### src/rtl/rdc_defs.svh
// Register offsets, field positions, reset values and timing for the
// regulator scaling control bank. Included by the package and the design.
`ifndef RDC_DEFS_SVH
`define RDC_DEFS_SVH

`define RDC_OFS_SCALE_CFG      8'h4E
`define RDC_OFS_ALT_V0         8'h4F
`define RDC_OFS_ALT_V1         8'h50
`define RDC_OFS_ALT_V2         8'h51
`define RDC_OFS_ALT_V3         8'h52
`define RDC_OFS_READBACK       8'h53
`define RDC_OFS_BB_ENABLE      8'h54
`define RDC_OFS_BB_CFG         8'h55
`define RDC_OFS_BB_VSET        8'h56
`define RDC_OFS_BB_PEAK        8'h57

`define RDC_RST_SCALE_CFG      8'h20
`define RDC_RST_ALT_V          6'h00
`define RDC_RST_READBACK       6'h00
`define RDC_RST_BB_ENABLE      8'h00
`define RDC_RST_BB_CFG         8'h05
`define RDC_RST_BB_VSET        6'h00
`define RDC_RST_BB_PEAK        8'h00

`define RDC_MASK_SCALE_CFG     8'hBF
`define RDC_MASK_BB_ENABLE     8'hE3
`define RDC_MASK_BB_CFG        8'h9F

`define RDC_BIT_VALLEY_SEL     7
`define RDC_BIT_PEAK_MAX       5
`define RDC_BIT_LOOKUP_DIS     7
`define RDC_BIT_SLOW_EDGE      4
`define RDC_BIT_ACT_DSC        3
`define RDC_BIT_RAMP_EN        2
`define RDC_BIT_TOPOLOGY       1
`define RDC_BIT_PSV_DSC        0

`define RDC_PAIR_OFF           5'h00
`define RDC_PAIR_SERIAL        5'h1D

`define RDC_RAMP_STEP_NS       20000
`define RDC_CLK_PERIOD_NS      100

`endif

### src/rtl/rdc_pkg.sv
// Types for the regulator scaling control bank.
// Assumes rdc_defs.svh is on the include path.
`include "rdc_defs.svh"

package rdc_pkg;

    typedef enum logic [2:0] {
        RDC_SEQ_OFF,
        RDC_SEQ_RSVD1,
        RDC_SEQ_BOOT0,
        RDC_SEQ_BOOT25,
        RDC_SEQ_BOOT50,
        RDC_SEQ_RSVD5,
        RDC_SEQ_RSVD6,
        RDC_SEQ_SOFT
    } rdc_seq_type;

    typedef enum logic [1:0] {
        RDC_EN_OFF,
        RDC_EN_ON,
        RDC_EN_PINS,
        RDC_EN_RSVD
    } rdc_ensel_type;

    typedef enum logic {
        RDC_RAMP_IDLE,
        RDC_RAMP_STEP
    } rdc_ramp_type;

endpackage

### src/rtl/rdc_regulator_dvs_control.sv
// Control register bank for third-buck voltage scaling and the buck-boost.
// Assumes a serial-port engine on clk_i presenting byte reads and writes,
// and raw control pins from outside that are synchronised here.
`timescale 1ns/100ps
`include "rdc_defs.svh"

module rdc_regulator_dvs_control #(
    parameter int CLK_PERIOD_NS = `RDC_CLK_PERIOD_NS,
    parameter int RAMP_STEP_NS  = `RDC_RAMP_STEP_NS,
    parameter int PIN_COUNT     = 8
) (
    input  wire logic                 clk_i,
    input  wire logic                 rst_i,
    // Register access from the serial-port engine
    input  wire logic                 reg_wr_i,
    input  wire logic                 reg_rd_i,
    input  wire logic [7:0]           reg_addr_i,
    input  wire logic [7:0]           reg_wdata_i,
    output logic      [7:0]           reg_rdata_o,
    // Raw control pins
    input  wire logic [PIN_COUNT-1:0] multipurpose_control_pin_i,
    // Third buck context
    input  wire logic [5:0]           serial_voltage_code_i,
    input  wire logic                 scaling_transition_i,
    output logic                      dvs_active_o,
    output logic                      dvs_serial_mode_o,
    output logic      [5:0]           third_buck_scaling_code_o,
    output logic                      scaling_valley_1000ma_o,
    output logic                      scaling_peak_max_o,
    // Buck-boost context
    input  wire logic [PIN_COUNT-1:0] bb_pin_select_bits_i,
    input  wire logic                 boot_at_0_i,
    input  wire logic                 boot_at_25_i,
    input  wire logic                 boot_at_50_i,
    input  wire logic                 boot_done_i,
    input  wire logic                 hard_reset_mode_i,
    input  wire logic                 shutdown_mode_i,
    output logic                      bb_enable_o,
    output logic                      bb_active_discharge_o,
    output logic                      bb_passive_discharge_o,
    output logic      [5:0]           bb_applied_code_o,
    output logic                      bb_ramping_o,
    output logic                      bb_buck_only_o,
    output logic                      bb_slow_edge_o,
    output logic                      bb_peak_from_fields_o,
    output logic      [3:0]           bb_nominal_peak_code_o,
    output logic      [3:0]           bb_peak_headroom_code_o
);

    localparam int RAMP_CYCLES_RAW = RAMP_STEP_NS / CLK_PERIOD_NS;
    localparam int RAMP_CYCLES     = (RAMP_CYCLES_RAW < 1) ? 1 : RAMP_CYCLES_RAW;
    localparam int RAMP_W          = $clog2(RAMP_CYCLES + 1);
    localparam logic [RAMP_W-1:0] RAMP_LAST = RAMP_W'(RAMP_CYCLES - 1);

    // Pair code to pin indices; bit 6 marks a valid pair
    function automatic logic [6:0] pair_decode(input logic [4:0] code);
        logic [6:0] res;
        int         idx;
        res = 7'h00;
        idx = 1;
        for (int a = 0; a < 7; a++) begin
            for (int b = a + 1; b < 8; b++) begin
                if (5'(idx) == code) begin
                    res = {1'b1, 3'(a), 3'(b)};
                end
                idx++;
            end
        end
        return res;
    endfunction

    // Registers
    logic [7:0] scale_cfg_q;
    logic [5:0] alt_v_q [4];
    logic [5:0] readback_q;
    logic [7:0] bb_ena_q;
    logic [7:0] bb_cfg_q;
    logic [5:0] bb_vset_q;
    logic [7:0] bb_peak_q;
    logic [7:0] rdata_q;

    // Pin synchroniser
    logic [PIN_COUNT-1:0] pin_meta_q;
    logic [PIN_COUNT-1:0] pin_sync_q;

    // Ramp engine
    rdc_pkg::rdc_ramp_type ramp_state_q;
    logic [RAMP_W-1:0]     ramp_cnt_q;
    logic [5:0]            bb_code_q;

    // Scaling outputs
    logic       dvs_active_q;
    logic       dvs_serial_q;
    logic [5:0] scale_code_q;

    // Decode
    wire        wr_scale   = reg_wr_i && (reg_addr_i == `RDC_OFS_SCALE_CFG);
    wire        wr_alt0    = reg_wr_i && (reg_addr_i == `RDC_OFS_ALT_V0);
    wire        wr_alt1    = reg_wr_i && (reg_addr_i == `RDC_OFS_ALT_V1);
    wire        wr_alt2    = reg_wr_i && (reg_addr_i == `RDC_OFS_ALT_V2);
    wire        wr_alt3    = reg_wr_i && (reg_addr_i == `RDC_OFS_ALT_V3);
    wire        wr_bb_ena  = reg_wr_i && (reg_addr_i == `RDC_OFS_BB_ENABLE);
    wire        wr_bb_cfg  = reg_wr_i && (reg_addr_i == `RDC_OFS_BB_CFG);
    wire        wr_bb_vset = reg_wr_i && (reg_addr_i == `RDC_OFS_BB_VSET);
    wire        wr_bb_peak = reg_wr_i && (reg_addr_i == `RDC_OFS_BB_PEAK);

    // Third buck scaling selection
    wire [4:0]  pair_code   = scale_cfg_q[4:0];
    wire [6:0]  pair_info   = pair_decode(pair_code);
    wire        pair_valid  = pair_info[6];
    wire        serial_mode = (pair_code == `RDC_PAIR_SERIAL);
    // Zero and reserved codes both leave scaling off
    wire        scaling_on  = pair_valid || serial_mode;
    wire [1:0]  pin_index   = {pin_sync_q[pair_info[5:3]],
                               pin_sync_q[pair_info[2:0]]};
    wire [5:0]  pin_code    = alt_v_q[pin_index];
    // Codes leave as raw steps; the analog side scales them
    wire [5:0]  scale_code_d = serial_mode ? serial_voltage_code_i
                                           : pin_code;

    // Buck-boost enable
    rdc_pkg::rdc_seq_type   seq_sel;
    rdc_pkg::rdc_ensel_type en_sel;
    assign seq_sel = rdc_pkg::rdc_seq_type'(bb_ena_q[7:5]);
    assign en_sel  = rdc_pkg::rdc_ensel_type'(bb_ena_q[1:0]);

    wire        pin_enable = |(pin_sync_q & bb_pin_select_bits_i);
    logic       soft_enable;
    logic       bb_enable_d;

    always_comb begin
        case (en_sel)
            rdc_pkg::RDC_EN_ON:   soft_enable = 1'b1;
            rdc_pkg::RDC_EN_PINS: soft_enable = pin_enable;
            default:              soft_enable = 1'b0;
        endcase
    end

    always_comb begin
        case (seq_sel)
            rdc_pkg::RDC_SEQ_BOOT0:  bb_enable_d = boot_at_0_i;
            rdc_pkg::RDC_SEQ_BOOT25: bb_enable_d = boot_at_25_i;
            rdc_pkg::RDC_SEQ_BOOT50: bb_enable_d = boot_at_50_i;
            rdc_pkg::RDC_SEQ_SOFT:   bb_enable_d = boot_done_i && soft_enable;
            default:                 bb_enable_d = 1'b0;
        endcase
    end

    // Discharge; shutdown also forces active (not passive) discharge since select 00 only skips it otherwise
    wire act_dsc_d = hard_reset_mode_i || shutdown_mode_i ||
                     (bb_cfg_q[`RDC_BIT_ACT_DSC] && !bb_enable_d);
    wire psv_dsc_d = hard_reset_mode_i ||
                     (bb_cfg_q[`RDC_BIT_PSV_DSC] && !bb_enable_d);

    wire lookup_dis = bb_cfg_q[`RDC_BIT_LOOKUP_DIS];
    wire ramp_en    = bb_cfg_q[`RDC_BIT_RAMP_EN];
    wire step_up    = ramp_en && (bb_vset_q > bb_code_q);
    wire ramp_tick  = (ramp_cnt_q == RAMP_LAST);

    // Read mux, reserved bits zero
    logic [7:0] rdata_d;
    always_comb begin
        case (reg_addr_i)
            `RDC_OFS_SCALE_CFG: rdata_d = scale_cfg_q;
            `RDC_OFS_ALT_V0:    rdata_d = {2'b00, alt_v_q[0]};
            `RDC_OFS_ALT_V1:    rdata_d = {2'b00, alt_v_q[1]};
            `RDC_OFS_ALT_V2:    rdata_d = {2'b00, alt_v_q[2]};
            `RDC_OFS_ALT_V3:    rdata_d = {2'b00, alt_v_q[3]};
            `RDC_OFS_READBACK:  rdata_d = {2'b00, readback_q};
            `RDC_OFS_BB_ENABLE: rdata_d = bb_ena_q;
            `RDC_OFS_BB_CFG:    rdata_d = bb_cfg_q;
            `RDC_OFS_BB_VSET:   rdata_d = {2'b00, bb_vset_q};
            `RDC_OFS_BB_PEAK:   rdata_d = bb_peak_q;
            default:            rdata_d = 8'h00;
        endcase
    end

    always_ff @(posedge clk_i) begin
        if (rst_i) begin
            pin_meta_q <= '0;
            pin_sync_q <= '0;
        end else begin
            pin_meta_q <= multipurpose_control_pin_i;
            pin_sync_q <= pin_meta_q;
        end
    end

    always_ff @(posedge clk_i) begin
        if (rst_i) begin
            scale_cfg_q <= `RDC_RST_SCALE_CFG;
            bb_ena_q    <= `RDC_RST_BB_ENABLE;
            bb_cfg_q    <= `RDC_RST_BB_CFG;
            bb_vset_q   <= `RDC_RST_BB_VSET;
            bb_peak_q   <= `RDC_RST_BB_PEAK;
        end else begin
            if (wr_scale) begin
                scale_cfg_q <= reg_wdata_i & `RDC_MASK_SCALE_CFG;
            end
            if (wr_bb_ena) begin
                bb_ena_q <= reg_wdata_i & `RDC_MASK_BB_ENABLE;
            end
            if (wr_bb_cfg) begin
                bb_cfg_q <= reg_wdata_i & `RDC_MASK_BB_CFG;
            end
            if (wr_bb_vset) begin
                bb_vset_q <= reg_wdata_i[5:0];
            end
            if (wr_bb_peak) begin
                bb_peak_q <= reg_wdata_i;
            end
        end
    end

    always_ff @(posedge clk_i) begin
        if (rst_i) begin
            for (int i = 0; i < 4; i++) begin
                alt_v_q[i] <= `RDC_RST_ALT_V;
            end
        end else begin
            if (wr_alt0) alt_v_q[0] <= reg_wdata_i[5:0];
            if (wr_alt1) alt_v_q[1] <= reg_wdata_i[5:0];
            if (wr_alt2) alt_v_q[2] <= reg_wdata_i[5:0];
            if (wr_alt3) alt_v_q[3] <= reg_wdata_i[5:0];
        end
    end

    // Readback holds the last serial code; no write path exists
    always_ff @(posedge clk_i) begin
        if (rst_i) begin
            readback_q <= `RDC_RST_READBACK;
        end else if (serial_mode) begin
            readback_q <= serial_voltage_code_i;
        end
    end

    always_ff @(posedge clk_i) begin
        if (rst_i) begin
            rdata_q <= 8'h00;
        end else if (reg_rd_i) begin
            rdata_q <= rdata_d;
        end
    end

    always_ff @(posedge clk_i) begin
        if (rst_i) begin
            dvs_active_q <= 1'b0;
            dvs_serial_q <= 1'b0;
            scale_code_q <= 6'h00;
        end else begin
            dvs_active_q <= scaling_on;
            dvs_serial_q <= serial_mode;
            scale_code_q <= scaling_on ? scale_code_d : 6'h00;
        end
    end

    // Ramp engine: the step timer restarts with each new climb
    always_ff @(posedge clk_i) begin
        if (rst_i) begin
            ramp_state_q <= rdc_pkg::RDC_RAMP_IDLE;
            ramp_cnt_q   <= '0;
            bb_code_q    <= `RDC_RST_BB_VSET;
        end else begin
            case (ramp_state_q)
                rdc_pkg::RDC_RAMP_IDLE: begin
                    ramp_cnt_q <= '0;
                    if (step_up) begin
                        ramp_state_q <= rdc_pkg::RDC_RAMP_STEP;
                    end else begin
                        bb_code_q <= bb_vset_q;
                    end
                end
                rdc_pkg::RDC_RAMP_STEP: begin
                    if (!step_up) begin
                        ramp_state_q <= rdc_pkg::RDC_RAMP_IDLE;
                        bb_code_q    <= bb_vset_q;
                    end else if (ramp_tick) begin
                        ramp_cnt_q <= '0;
                        bb_code_q  <= bb_code_q + 6'h01;
                    end else begin
                        ramp_cnt_q <= ramp_cnt_q + 1'b1;
                    end
                end
                default: ramp_state_q <= rdc_pkg::RDC_RAMP_IDLE;
            endcase
        end
    end

    // Buck-boost outputs registered to keep them glitch free
    logic       bb_en_q;
    logic       act_dsc_q;
    logic       psv_dsc_q;
    logic [3:0] nom_peak_q;
    logic [3:0] head_peak_q;

    always_ff @(posedge clk_i) begin
        if (rst_i) begin
            bb_en_q     <= 1'b0;
            act_dsc_q   <= 1'b0;
            psv_dsc_q   <= 1'b0;
            nom_peak_q  <= 4'h0;
            head_peak_q <= 4'h0;
        end else begin
            bb_en_q     <= bb_enable_d;
            act_dsc_q   <= act_dsc_d;
            psv_dsc_q   <= psv_dsc_d;
            nom_peak_q  <= lookup_dis ? bb_peak_q[3:0] : 4'h0;
            head_peak_q <= lookup_dis ? bb_peak_q[7:4] : 4'h0;
        end
    end

    assign reg_rdata_o               = rdata_q;
    assign dvs_active_o              = dvs_active_q;
    assign dvs_serial_mode_o         = dvs_serial_q;
    assign third_buck_scaling_code_o = scale_code_q;
    assign scaling_valley_1000ma_o   = scale_cfg_q[`RDC_BIT_VALLEY_SEL];
    assign scaling_peak_max_o        = scale_cfg_q[`RDC_BIT_PEAK_MAX] &&
                                       scaling_transition_i;
    assign bb_enable_o               = bb_en_q;
    assign bb_active_discharge_o     = act_dsc_q;
    assign bb_passive_discharge_o    = psv_dsc_q;
    assign bb_applied_code_o         = bb_code_q;
    assign bb_ramping_o              = (ramp_state_q == rdc_pkg::RDC_RAMP_STEP);
    assign bb_buck_only_o            = bb_cfg_q[`RDC_BIT_TOPOLOGY];
    assign bb_slow_edge_o            = bb_cfg_q[`RDC_BIT_SLOW_EDGE];
    assign bb_peak_from_fields_o     = lookup_dis;
    assign bb_nominal_peak_code_o    = nom_peak_q;
    assign bb_peak_headroom_code_o   = head_peak_q;

endmodule // rdc_regulator_dvs_control

### config.mk
export PLATFORM = sky130hd
export DESIGN_NAME = rdc_regulator_dvs_control
export DESIGN_NICKNAME = d
export VERILOG_FILES = /design/src/rtl/rdc_pkg.sv /design/src/rtl/rdc_regulator_dvs_control.sv
export VERILOG_INCLUDE_DIRS = /design/src /design/src/rtl
export SDC_FILE = /design/constraint.sdc
export NUM_CORES = 1
export LEC_CHECK = 0
export BUFFER_PORTS_ARGS = -buffer_cell sky130_fd_sc_hd__buf_2
export CORE_ASPECT_RATIO = 0.6
export CORE_MARGIN = 3
export CORE_UTILIZATION = 30
export CTS_CLUSTER_DIAMETER = 60
export DETAILED_ROUTE_END_ITERATION = 12
export PLACE_DENSITY = 0.59
export SYNTH_ARGS = -nofsm -noshare
export SYNTH_HDL_FRONTEND = slang
export SYNTH_SLANG_ARGS = --single-unit
### constraint.sdc
create_clock -name clk_i -period 2.6 [get_ports clk_i]
set_input_delay 0.52 -clock clk_i [delete_from_list [all_inputs] [get_ports clk_i]]
set_output_delay 0.52 -clock clk_i [all_outputs]
set_load 0.05 [all_outputs]
==> results of run 1 <==
[state kept, by name, indices dropped and copies added, names as in the netlist, 4 cells and up]
name and cells:
third_buck_scaling_code_o 6, ramp_cnt_q 8, bb_vset_q 6, pin_sync_q 8
bb_ena_q 5, pin_meta_q 8, bb_peak_headroom_code_o 4, bb_nominal_peak_code_o 4
bb_peak_q 8, bb_applied_code_o 6, scale_cfg_q 7, bb_cfg_q 6
reg_rdata_o 8, alt_v_q 24, readback_q 6
[per-layer routing]
metal / up-vias / track usage, % / part of all wire, %
li1: 2310 / - / -
met1: 2235 / 28.6 / 55
met2: 238 / 19.4 / 34
met3: 14 / 6.25 / 10
met4: 2 / 3.45 / 0.70
met5: - / 0 / 0.10
[where the power goes]
| part | switching (mW) | internal (mW) | total (mW) |
|---|---|---|---|
| clock | 0.912 | 1.44 | 2.35 |
| sequential | 0.0545 | 1.96 | 2.01 |
| combinational | 0.376 | 0.204 | 0.580 |
| total | 1.34 | 3.60 | 4.95 |
[worst min-delay path by stage]
stage | startpoint | end | slack, ns | cells after the start
finish | multipurpose_control_pin_i[1] | pin_meta_q[1]$_SDFF_PP0_ | 0.31 | 2
global route | multipurpose_control_pin_i[3] | pin_meta_q[3]$_SDFF_PP0_ | 0.32 | 2
CTS | shutdown_mode_i | bb_active_discharge_o$_SDFF_PP0_ | 0.30 | 3
detailed placement | pin_meta_q[4]$_SDFF_PP0_ | pin_sync_q[4]$_SDFF_PP0_ | 0.43 | 1
global placement | pin_meta_q[2]$_SDFF_PP0_ | pin_sync_q[2]$_SDFF_PP0_ | 0.44 | 1
floorplan | pin_meta_q[0]$_SDFF_PP0_ | pin_sync_q[0]$_SDFF_PP0_ | 0.41 | 1
[worst reg2reg max path, delay by kind of cell, from the launching register on]
| family | cells | cell delay (ns) |
|---|---|---|
| muxes | 4 | 1.07 |
| DFF | 1 | 0.56 |
| AOI/OAI and AO/OA | 2 | 0.55 |
| buffers and inverters | 1 | 0.20 |
[cell families after synthesis]
kind of cell,synth area share (%)
xor+xnor,1.06
simple gates,20.3
buf+inv,3.63
flops,45.6
fa+ha+maj,2.16
compound gates,13.7
mux,13.5
[cell type report]
type                       instances  area [um^2]  area share [%]
clock buffer                      18          439            6.14
clock inverter                    14          146            2.05
inverter                          17         63.8           0.892
multi-input combinational        419         2940            41.1
sequential                       120         2640            36.9
tap                              240          300            4.20
timing repair buffer             112          623            8.71
[synthesized netlist by cell type, types with 3 or more instances]
library cell  count  share of area [%]
nor3b_1           3               0.39
a221oi_1          4               0.60
clkbuf_1         21                1.4
buf_2             6               0.52
nand3_1          14                1.2
mux2i_1          54                9.3
xnor2_1           5               0.76
and3_1            4               0.43
nor2b_1          32                3.5
nand2b_1          6               0.65
a21oi_1          27                2.3
a22oi_1          10                1.3
or3b_2            3               0.45
nand4_1           5               0.54
mux2_1            6                1.2
a211oi_1         10                1.3
mux2_2            7                1.4
nand2_1          25                1.6
mux4_2            3                1.2
nor3_1            6               0.52
dfxtp_1          96                 33
inv_1            17                1.1
a31o_2            3               0.45
nor2_1           65                4.2
o21ai_0          12                1.0
o21a_1            3               0.39
edfxtp_1         24                 12
a22o_1            7                1.1
o21ai_1           6               0.52
a211o_1           3               0.45
o22ai_1           6               0.65
ha_1             10                2.2
and2_1           37                4.0
[repair_timing]
item | CTS | global route
resized for setup | 0 | 1
hold buffers | 0 | 0
setup endpoints to repair | 0 | 2
hold endpoints to repair | 0 | 0
==> qor.yml, run 1 <==
die_w_um: 185
slew_headroom_pct: 49.2
end_kind: "flop"
drc_errors: 0
ant_nets: 0
critPathMaxFanout: 10
dp_hpwl_mm: 13.4
cp_num_buf_inv: 1
cp-startpoint: "scale_cfg_q[3]$_SDFFE_PP0P_"
start_util_pct: 31.3
die_area_mm2: 0.0211
grt_max_degree: 35
clk_root_buffer_cell: "clkbuf_16"
portBuffers: 87
critPathRequiredTime_ns: 2.94
tritoncts: "built"
ys_async_sr_fraction_pct: 0
final_hold_viol_count: 0
gp_congestion: 0.959
synthDistinctLibCells: 69
endpoint: "third_buck_scaling_code_o[5]$_SDFF_PP0_"
fillers: 1825
synthCells: 588
crit_chain: "inv_1 -> o31ai_4 -> mux2i_1 -> mux2i_1 -> mux2_4 -> mux2_1 -> o22ai_1"
final_cell_mix: "95 x dfxtp_1, 87 x buf_2, 65 x nor2_1"
path_class: "flop to flop"
grt_pass1_vias: 4475
drt_iter0_markers: 434
fin_worst_skew_ns: 0.00565
fin_cells: 940
cts_max_level: 4
core_mm2: 0.0185
crit_cells: 7
p_per_area_mw_per_mm2: 691
syn_to_final_growth_pct: 23.5
drive_gt1_share_pct: 24.9
fmax_ghz: 0.408
critical_path.top_delay_family: "multiplexers"
die_h_um: 114
setup_tns_ns: 0
synth.cell_area_mm2: 0.00579
setup_ws_ns: 0.150
diodes: 0
status: "complete, no violations"
grt_pass1_wl_mm: 26.8
syn_nets: 647
grt_util_all_layers_pct: 17.0
r2r_setup_slack_ns: 0.15
cts_buffers: 17
p_leak_nw: 3.06
viasPerCell: 5.11
ys_warn_count: 0
worstHoldPathType: "primary input to flop"
overflow: 0
period_minus_slack_ns: 2.45
wire_per_inst_um: 18.8
dp_slack_ns: 0.139
drv_cap: 0
rr_startpoint: "scale_cfg_q[3]$_SDFFE_PP0P_"
fin_util_pct: 38.7
finalPower_mw: 4.95
slowest_delay_ns: 0.56
wl_mm: 17.7
layout.nets: 746
post-cts-setup-buffers: 0
antenna_found_initial: 1
setup_violations: 0
vias: 4799
crit_arrival_ns: 2.79
ir_drop_uv: 443
holdWs_ns: 0.315
r2r_cells: 7
path_clk_slew_ns: 0.06
tightestPinTransition_ns: 0.759
critPathLaunchType: "flop"
rows: 38
rr_endpoint: "third_buck_scaling_code_o[5]$_SDFF_PP0_"
cts.sinks: 120
placed_cells_incl_taps: 908
synth_edf_count: 24
ys_seq_area_share_pct: 45.6
final_common_cell: "dfxtp_1"
slowest_stage: "dfxtp_1"
drt-pass1-iter-count: 5
slew_violations: 0
final.period_utilization_pct: 94.2
clkLatencyLatePin_ns: 0.42
clockBufferDepth: 2
synth_seq_cells: 120
dpl-instance-area_mm2: 0.00657
yosys_most_used_dff: "dfxtp_1"
syn_avg_cell_area_um2: 9.85
crit_path_frequent_cell: "mux2i_1"
fin_area_mm2: 0.00716
pin_count: 88
rsz0062_at_grt: "false"
(Power assumes the default switching activity.)
==> inputs of run 2 (changes only) <==
Settings changed: PLACE_DENSITY 0.59 to 0.6.
Clock period 2.6 ns to 2.2 ns, I/O delays scaled along.
==> run 2 against run 1 <==
Clock power increased by 24%. Combinational power rose by 27%. Via count grew 2.6%. Worst hold slack lost 0.088 ns. Maximum frequency up 12%. Non-clock buffer count up 29. Sequential share of layout area decreased by 1.7 points. Global-route usage is 1.0 points higher. Die area did not move. Critical path type unchanged. Largest power group unchanged.
==> qor.yml, run 2 (synthesis results as in run 1) <==
p_per_area_mw_per_mm2: 798
drv_cap: 0
antenna_found_initial: 3
portBuffers: 87
status: "complete, no violations"
register_area_mm2: 0.00267
overflow: 0
drive_gt1_share_pct: 31.2
p_sw_mw: 1.57
fillers: 1810
viasPerCell: 5.07
vias: 4923
holdWs_ns: 0.227
ir_drop_uv: 588
critPathMaxFanout: 8
drc_errors: 0
clkPwrFrac_pct: 48.4
tritoncts: "built"
syn_to_final_growth_pct: 30.5
p_comb_share_pct: 12.2
switching_share_pct: 26.0
wire_per_inst_um: 19.3
worstHoldPathType: "primary input to flop"
final_common_cell: "buf_2"
grt_pass1_vias: 4587
end_kind: "flop"
clkLatencyLatePin_ns: 0.42
cts.sinks: 120
fin_area_mm2: 0.00756
die_w_um: 185
period_minus_slack_ns: 2.18
die_area_mm2: 0.0211
ant_nets: 0
path_clk_slew_ns: 0.06
rows: 38
crit_arrival_ns: 2.53
seq_power_share_pct: 39.4
hold_buffers: 0
cts_buffers: 17
drt-pass1-iter-count: 5
largest_reg_flops: 24
dpl-instance-area_mm2: 0.00680
clk_root_buffer_cell: "clkbuf_16"
core_mm2: 0.0185
final.period_utilization_pct: 99.3
intPower_mw: 4.46
fin_worst_skew_ns: 0.00813
gp_congestion: 0.949
grt_util_all_layers_pct: 18.0
regMostFlops: "alt_v_q"
start_util_pct: 31.3
p_leak_nw: 3.27
fmax_ghz: 0.458
final_cell_mix: "87 x buf_2, 86 x dfxtp_1, 65 x nor2_1"
setup_violations: 0
path_class: "flop to flop"
multi_input_area_mm2: 0.00305
cts_max_level: 4
drt_iter0_markers: 378
rsz0062_at_grt: "true"
dp_hpwl_mm: 13.7
grt_max_degree: 52
critPathLaunchType: "flop"
slew_violations: 0
layout.nets: 776
slew_headroom_pct: 69.8
grt_pass1_wl_mm: 28.2
pin_count: 88
final_hold_viol_count: 0
finalPower_mw: 6.03
wl_mm: 18.8
clockBufferDepth: 2
critPathRequiredTime_ns: 2.54
tightestPinTransition_ns: 0.451
die_h_um: 114
==> run 2: changes by cell type in the layout (fill, tap and decap cells not counted), moves of 5 or more <==
cell,before,now
mux2_1,6,0
mux2_4,2,7
buf_4,25,50
dfxtp_1,95,86
dfxtp_2,1,6
==> run 2: what timing repair did <==
action | CTS | global route
endpoints found under the setup margin | 6 | 7
gates resized for setup | 10 | 23
pin swaps | 2 | 5
buffers inserted | 0 | 1
cloned | 1 | 0
==> run 2: per-layer routing <==
| metal | global-route usage [%] | up-vias | part of all wire (%) |
|---|---|---|---|
| met3 | 7.23 | 23 | 9.1 |
| met1 | 29.0 | 2328 | 54 |
| met2 | 21.6 | 187 | 36 |
| li1 | - | 2381 | - |
| met4 | 3.75 | 4 | 0.87 |
| met5 | 0 | - | 0.11 |
==> run 2: final cells by class <==
cell class                 count  share of cell area [%]
antenna                        1                  0.0331
clock buffer                  18                    5.68
clock inverter                14                    2.40
inverter                      17                   0.844
multi-input combinational    420                    40.3
sequential                   120                    35.3
tap                          240                    3.97
timing repair buffer         141                    11.5
==> run 2: final timing paths <==
| path | start | cells after the start | end | slack (ns) |
|---|---|---|---|---|
| worst max-delay path | scale_cfg_q[2]$_SDFFE_PP0P_ | 7 | third_buck_scaling_code_o[5]$_SDFF_PP0_ | 0.02 |
| worst min-delay path | multipurpose_control_pin_i[1] | 2 | pin_meta_q[1]$_SDFF_PP0_ | 0.23 |
| worst max register to register | scale_cfg_q[2]$_SDFFE_PP0P_ | 7 | third_buck_scaling_code_o[5]$_SDFF_PP0_ | 0.02 |
| worst min register to register | pin_meta_q[4]$_SDFF_PP0_ | 1 | pin_sync_q[4]$_SDFF_PP0_ | 0.43 |
==> run 2: critical path, stage by stage, from the launching register on <==
cell	delay (ns)
dfxtp_4	0.39
and2_4	0.16
mux2_4	0.30
o311a_4	0.34
a32o_4	0.32
mux2i_1	0.16
mux2_2	0.30
o22ai_2	0.13
==> run 2: power groups by stage <==
stage          logic, mW  registers, mW  clock network [mW]
3_5_place_dp       0.715           2.42                   0
3_3_place_gp       0.706           2.43                   0
4_1_cts            0.723           2.38                2.96
5_1_grt            0.792           2.38                3.07
2_1_floorplan      0.368           2.50                   0
6_report           0.738           2.38                2.92
==> run 2: per-stage QoR <==
stage                     setup WS (ns)  utilization (%)  TNS [ns]  std cells
after global placement          -0.0820             36.8    -0.515        936
final                            0.0154             40.9         0        971
after CTS                       0.00494             40.3         0        969
after global routing            -0.0335             40.9   -0.0515        971
after floorplan                  0.0555                -         0        588
after detailed placement        -0.0900             36.8    -0.798        936
==> inputs of run 3 (changes only) <==
Settings changed: HOLD_SLACK_MARGIN set to 0.06, PLACE_DENSITY 0.6 to 0.59, SETUP_SLACK_MARGIN set to 0.15.
Clock period 2.2 ns to 2.8 ns, I/O delays scaled along.
==> run 3 against run 2 <==
Core utilization down 2.4 points. Final cell count fell by 4.0%. Die area did not move. Count of clock-buffer cells in the layout up 7. Maximum frequency down 9.1%. First-iteration DRC count decreased by 4.8%. Critical path type unchanged.
==> qor.yml, run 3 (synthesis results as in run 1) <==
ir_drop_uv: 413
end_kind: "flop"
wire_per_inst_um: 18.7
critPathLaunchType: "flop"
busiest_layer: "met1"
grt_util_all_layers_pct: 16.7
pin_count: 88
wl_mm: 17.5
rsz0062_at_grt: "false"
cts_max_level: 4
cts.sinks: 120
drt_iter0_markers: 360
grt_pass1_vias: 4378
final_hold_viol_count: 0
clockBufferDepth: 2
final_common_cell: "dfxtp_1"
post-cts-setup-buffers: 0
status: "complete, no violations"
clk_root_buffer_cell: "clkbuf_16"
drt-pass1-iter-count: 6
path_clk_slew_ns: 0.06
rows: 38
period_minus_slack_ns: 2.40
tritoncts: "built"
die_h_um: 114
gp_congestion: 0.998
final_cell_mix: "95 x dfxtp_1, 87 x buf_2, 65 x nor2_1"
critPathMaxFanout: 17
multi_input_area_mm2: 0.00294
register_area_mm2: 0.00264
worstHoldPathType: "primary input to flop"
p_leak_nw: 3.03
slew_headroom_pct: 46.0
die_area_mm2: 0.0211
grt_util_met1_pct: 27.4
regMostFlops: "alt_v_q"
final.period_utilization_pct: 85.9
crit_arrival_ns: 2.74
cts_buffers: 17
dpl-instance-area_mm2: 0.00651
vias: 4724
grt_use_met2_pct: 18.7
drc_errors: 0
fin_area_mm2: 0.00711
portBuffers: 87
clkLatencyLatePin_ns: 0.41
slew_violations: 0
fillers: 1838
fmax_ghz: 0.416
start_util_pct: 31.3
dp_hpwl_mm: 13.2
grt_pass1_wl_mm: 26.2
viasPerCell: 5.07
grt_max_degree: 30
p_per_area_mw_per_mm2: 647
core_mm2: 0.0185
fin_worst_skew_ns: 0.00939
setup_violations: 0
critPathRequiredTime_ns: 3.14
largest_reg_flops: 24
drive_gt1_share_pct: 23.8
overflow: 0
drv_cap: 0
die_w_um: 185
syn_to_final_growth_pct: 22.7
path_class: "flop to flop"
met3_usage_pct: 7.43
tightestPinTransition_ns: 0.807
layout.nets: 738
setup_tns_ns: 0
ant_nets: 0
diodes: 0
antenna_found_initial: 1
-- run 3: cell types whose count changed in the layout (fill, tap and decap cells not counted), sizes merged --
cell,previous run,this run
a32o,3,2
buf,141,104
bufinv,4,2
clkbuf,18,25
clkinv,6,2
clkinvlp,4,2
diode,1,0
inv,17,18
-- run 3: critical path: stages, from the launching register on --
cell,delay (ns)
dfxtp_2,0.51
and2_4,0.21
mux2_4,0.29
o311a_1,0.30
a32o_2,0.36
mux2i_1,0.17
mux2_1,0.35
o22ai_1,0.14
-- run 3: worst paths after layout --
| check | from | to | slack [ns] | depth (start not counted) |
|---|---|---|---|---|
| setup / recovery | scale_cfg_q[2]$_SDFFE_PP0P_ | third_buck_scaling_code_o[3]$_SDFF_PP0_ | 0.40 | 7 |
| hold / removal | multipurpose_control_pin_i[1] | pin_meta_q[1]$_SDFF_PP0_ | 0.36 | 2 |
| setup reg to reg | scale_cfg_q[2]$_SDFFE_PP0P_ | third_buck_scaling_code_o[3]$_SDFF_PP0_ | 0.40 | 7 |
| hold reg to reg | pin_meta_q[7]$_SDFF_PP0_ | pin_sync_q[7]$_SDFF_PP0_ | 0.43 | 1 |
-- run 3: routing by layer --
metal | vias up | part of all wire [%] | wire length [um]
met2 | 210 | 34 | 5970
met1 | 2211 | 53 | 9210
met3 | 16 | 12 | 2130
met4 | 2 | 0.83 | 145
li1 | 2285 | - | -
met5 | - | 0.11 | 20
-- run 3: area by class of cell --
type | instances | area share (%)
clock inverters | 7 | 1.28
well taps | 240 | 4.22
multi-input cells | 419 | 41.4
flip-flops and latches | 120 | 37.2
repair buffers | 104 | 7.92
inverters | 17 | 0.898
clock buffers | 25 | 7.11
-- run 3: through the flow --
| step | power (mW) | std cells | util, % | hold slack (ns) | setup WS (ns) |
|---|---|---|---|---|---|
| after floorplan | 2.25 | 588 | - | 0.414 | 0.466 |
| after global placement | 2.43 | 900 | 35.2 | 0.432 | 0.307 |
| after detailed placement | 2.43 | 900 | 35.2 | 0.424 | 0.242 |
| after CTS | 4.62 | 932 | 38.4 | 0.343 | 0.227 |
| after global routing | 4.76 | 932 | 38.4 | 0.353 | 0.219 |
| final | 4.60 | 932 | 38.4 | 0.358 | 0.396 |
-- run 3: timing repair --
action / CTS / global route
hold buffers: 0 / 0
resized for setup: 0 / 1
endpoints found under the setup margin: 0 / 6
-- run 3: where the power goes --
group | switching, mW | internal, mW
clock network | 0.769 | 1.43
registers | 0.0517 | 1.82
logic | 0.344 | 0.187
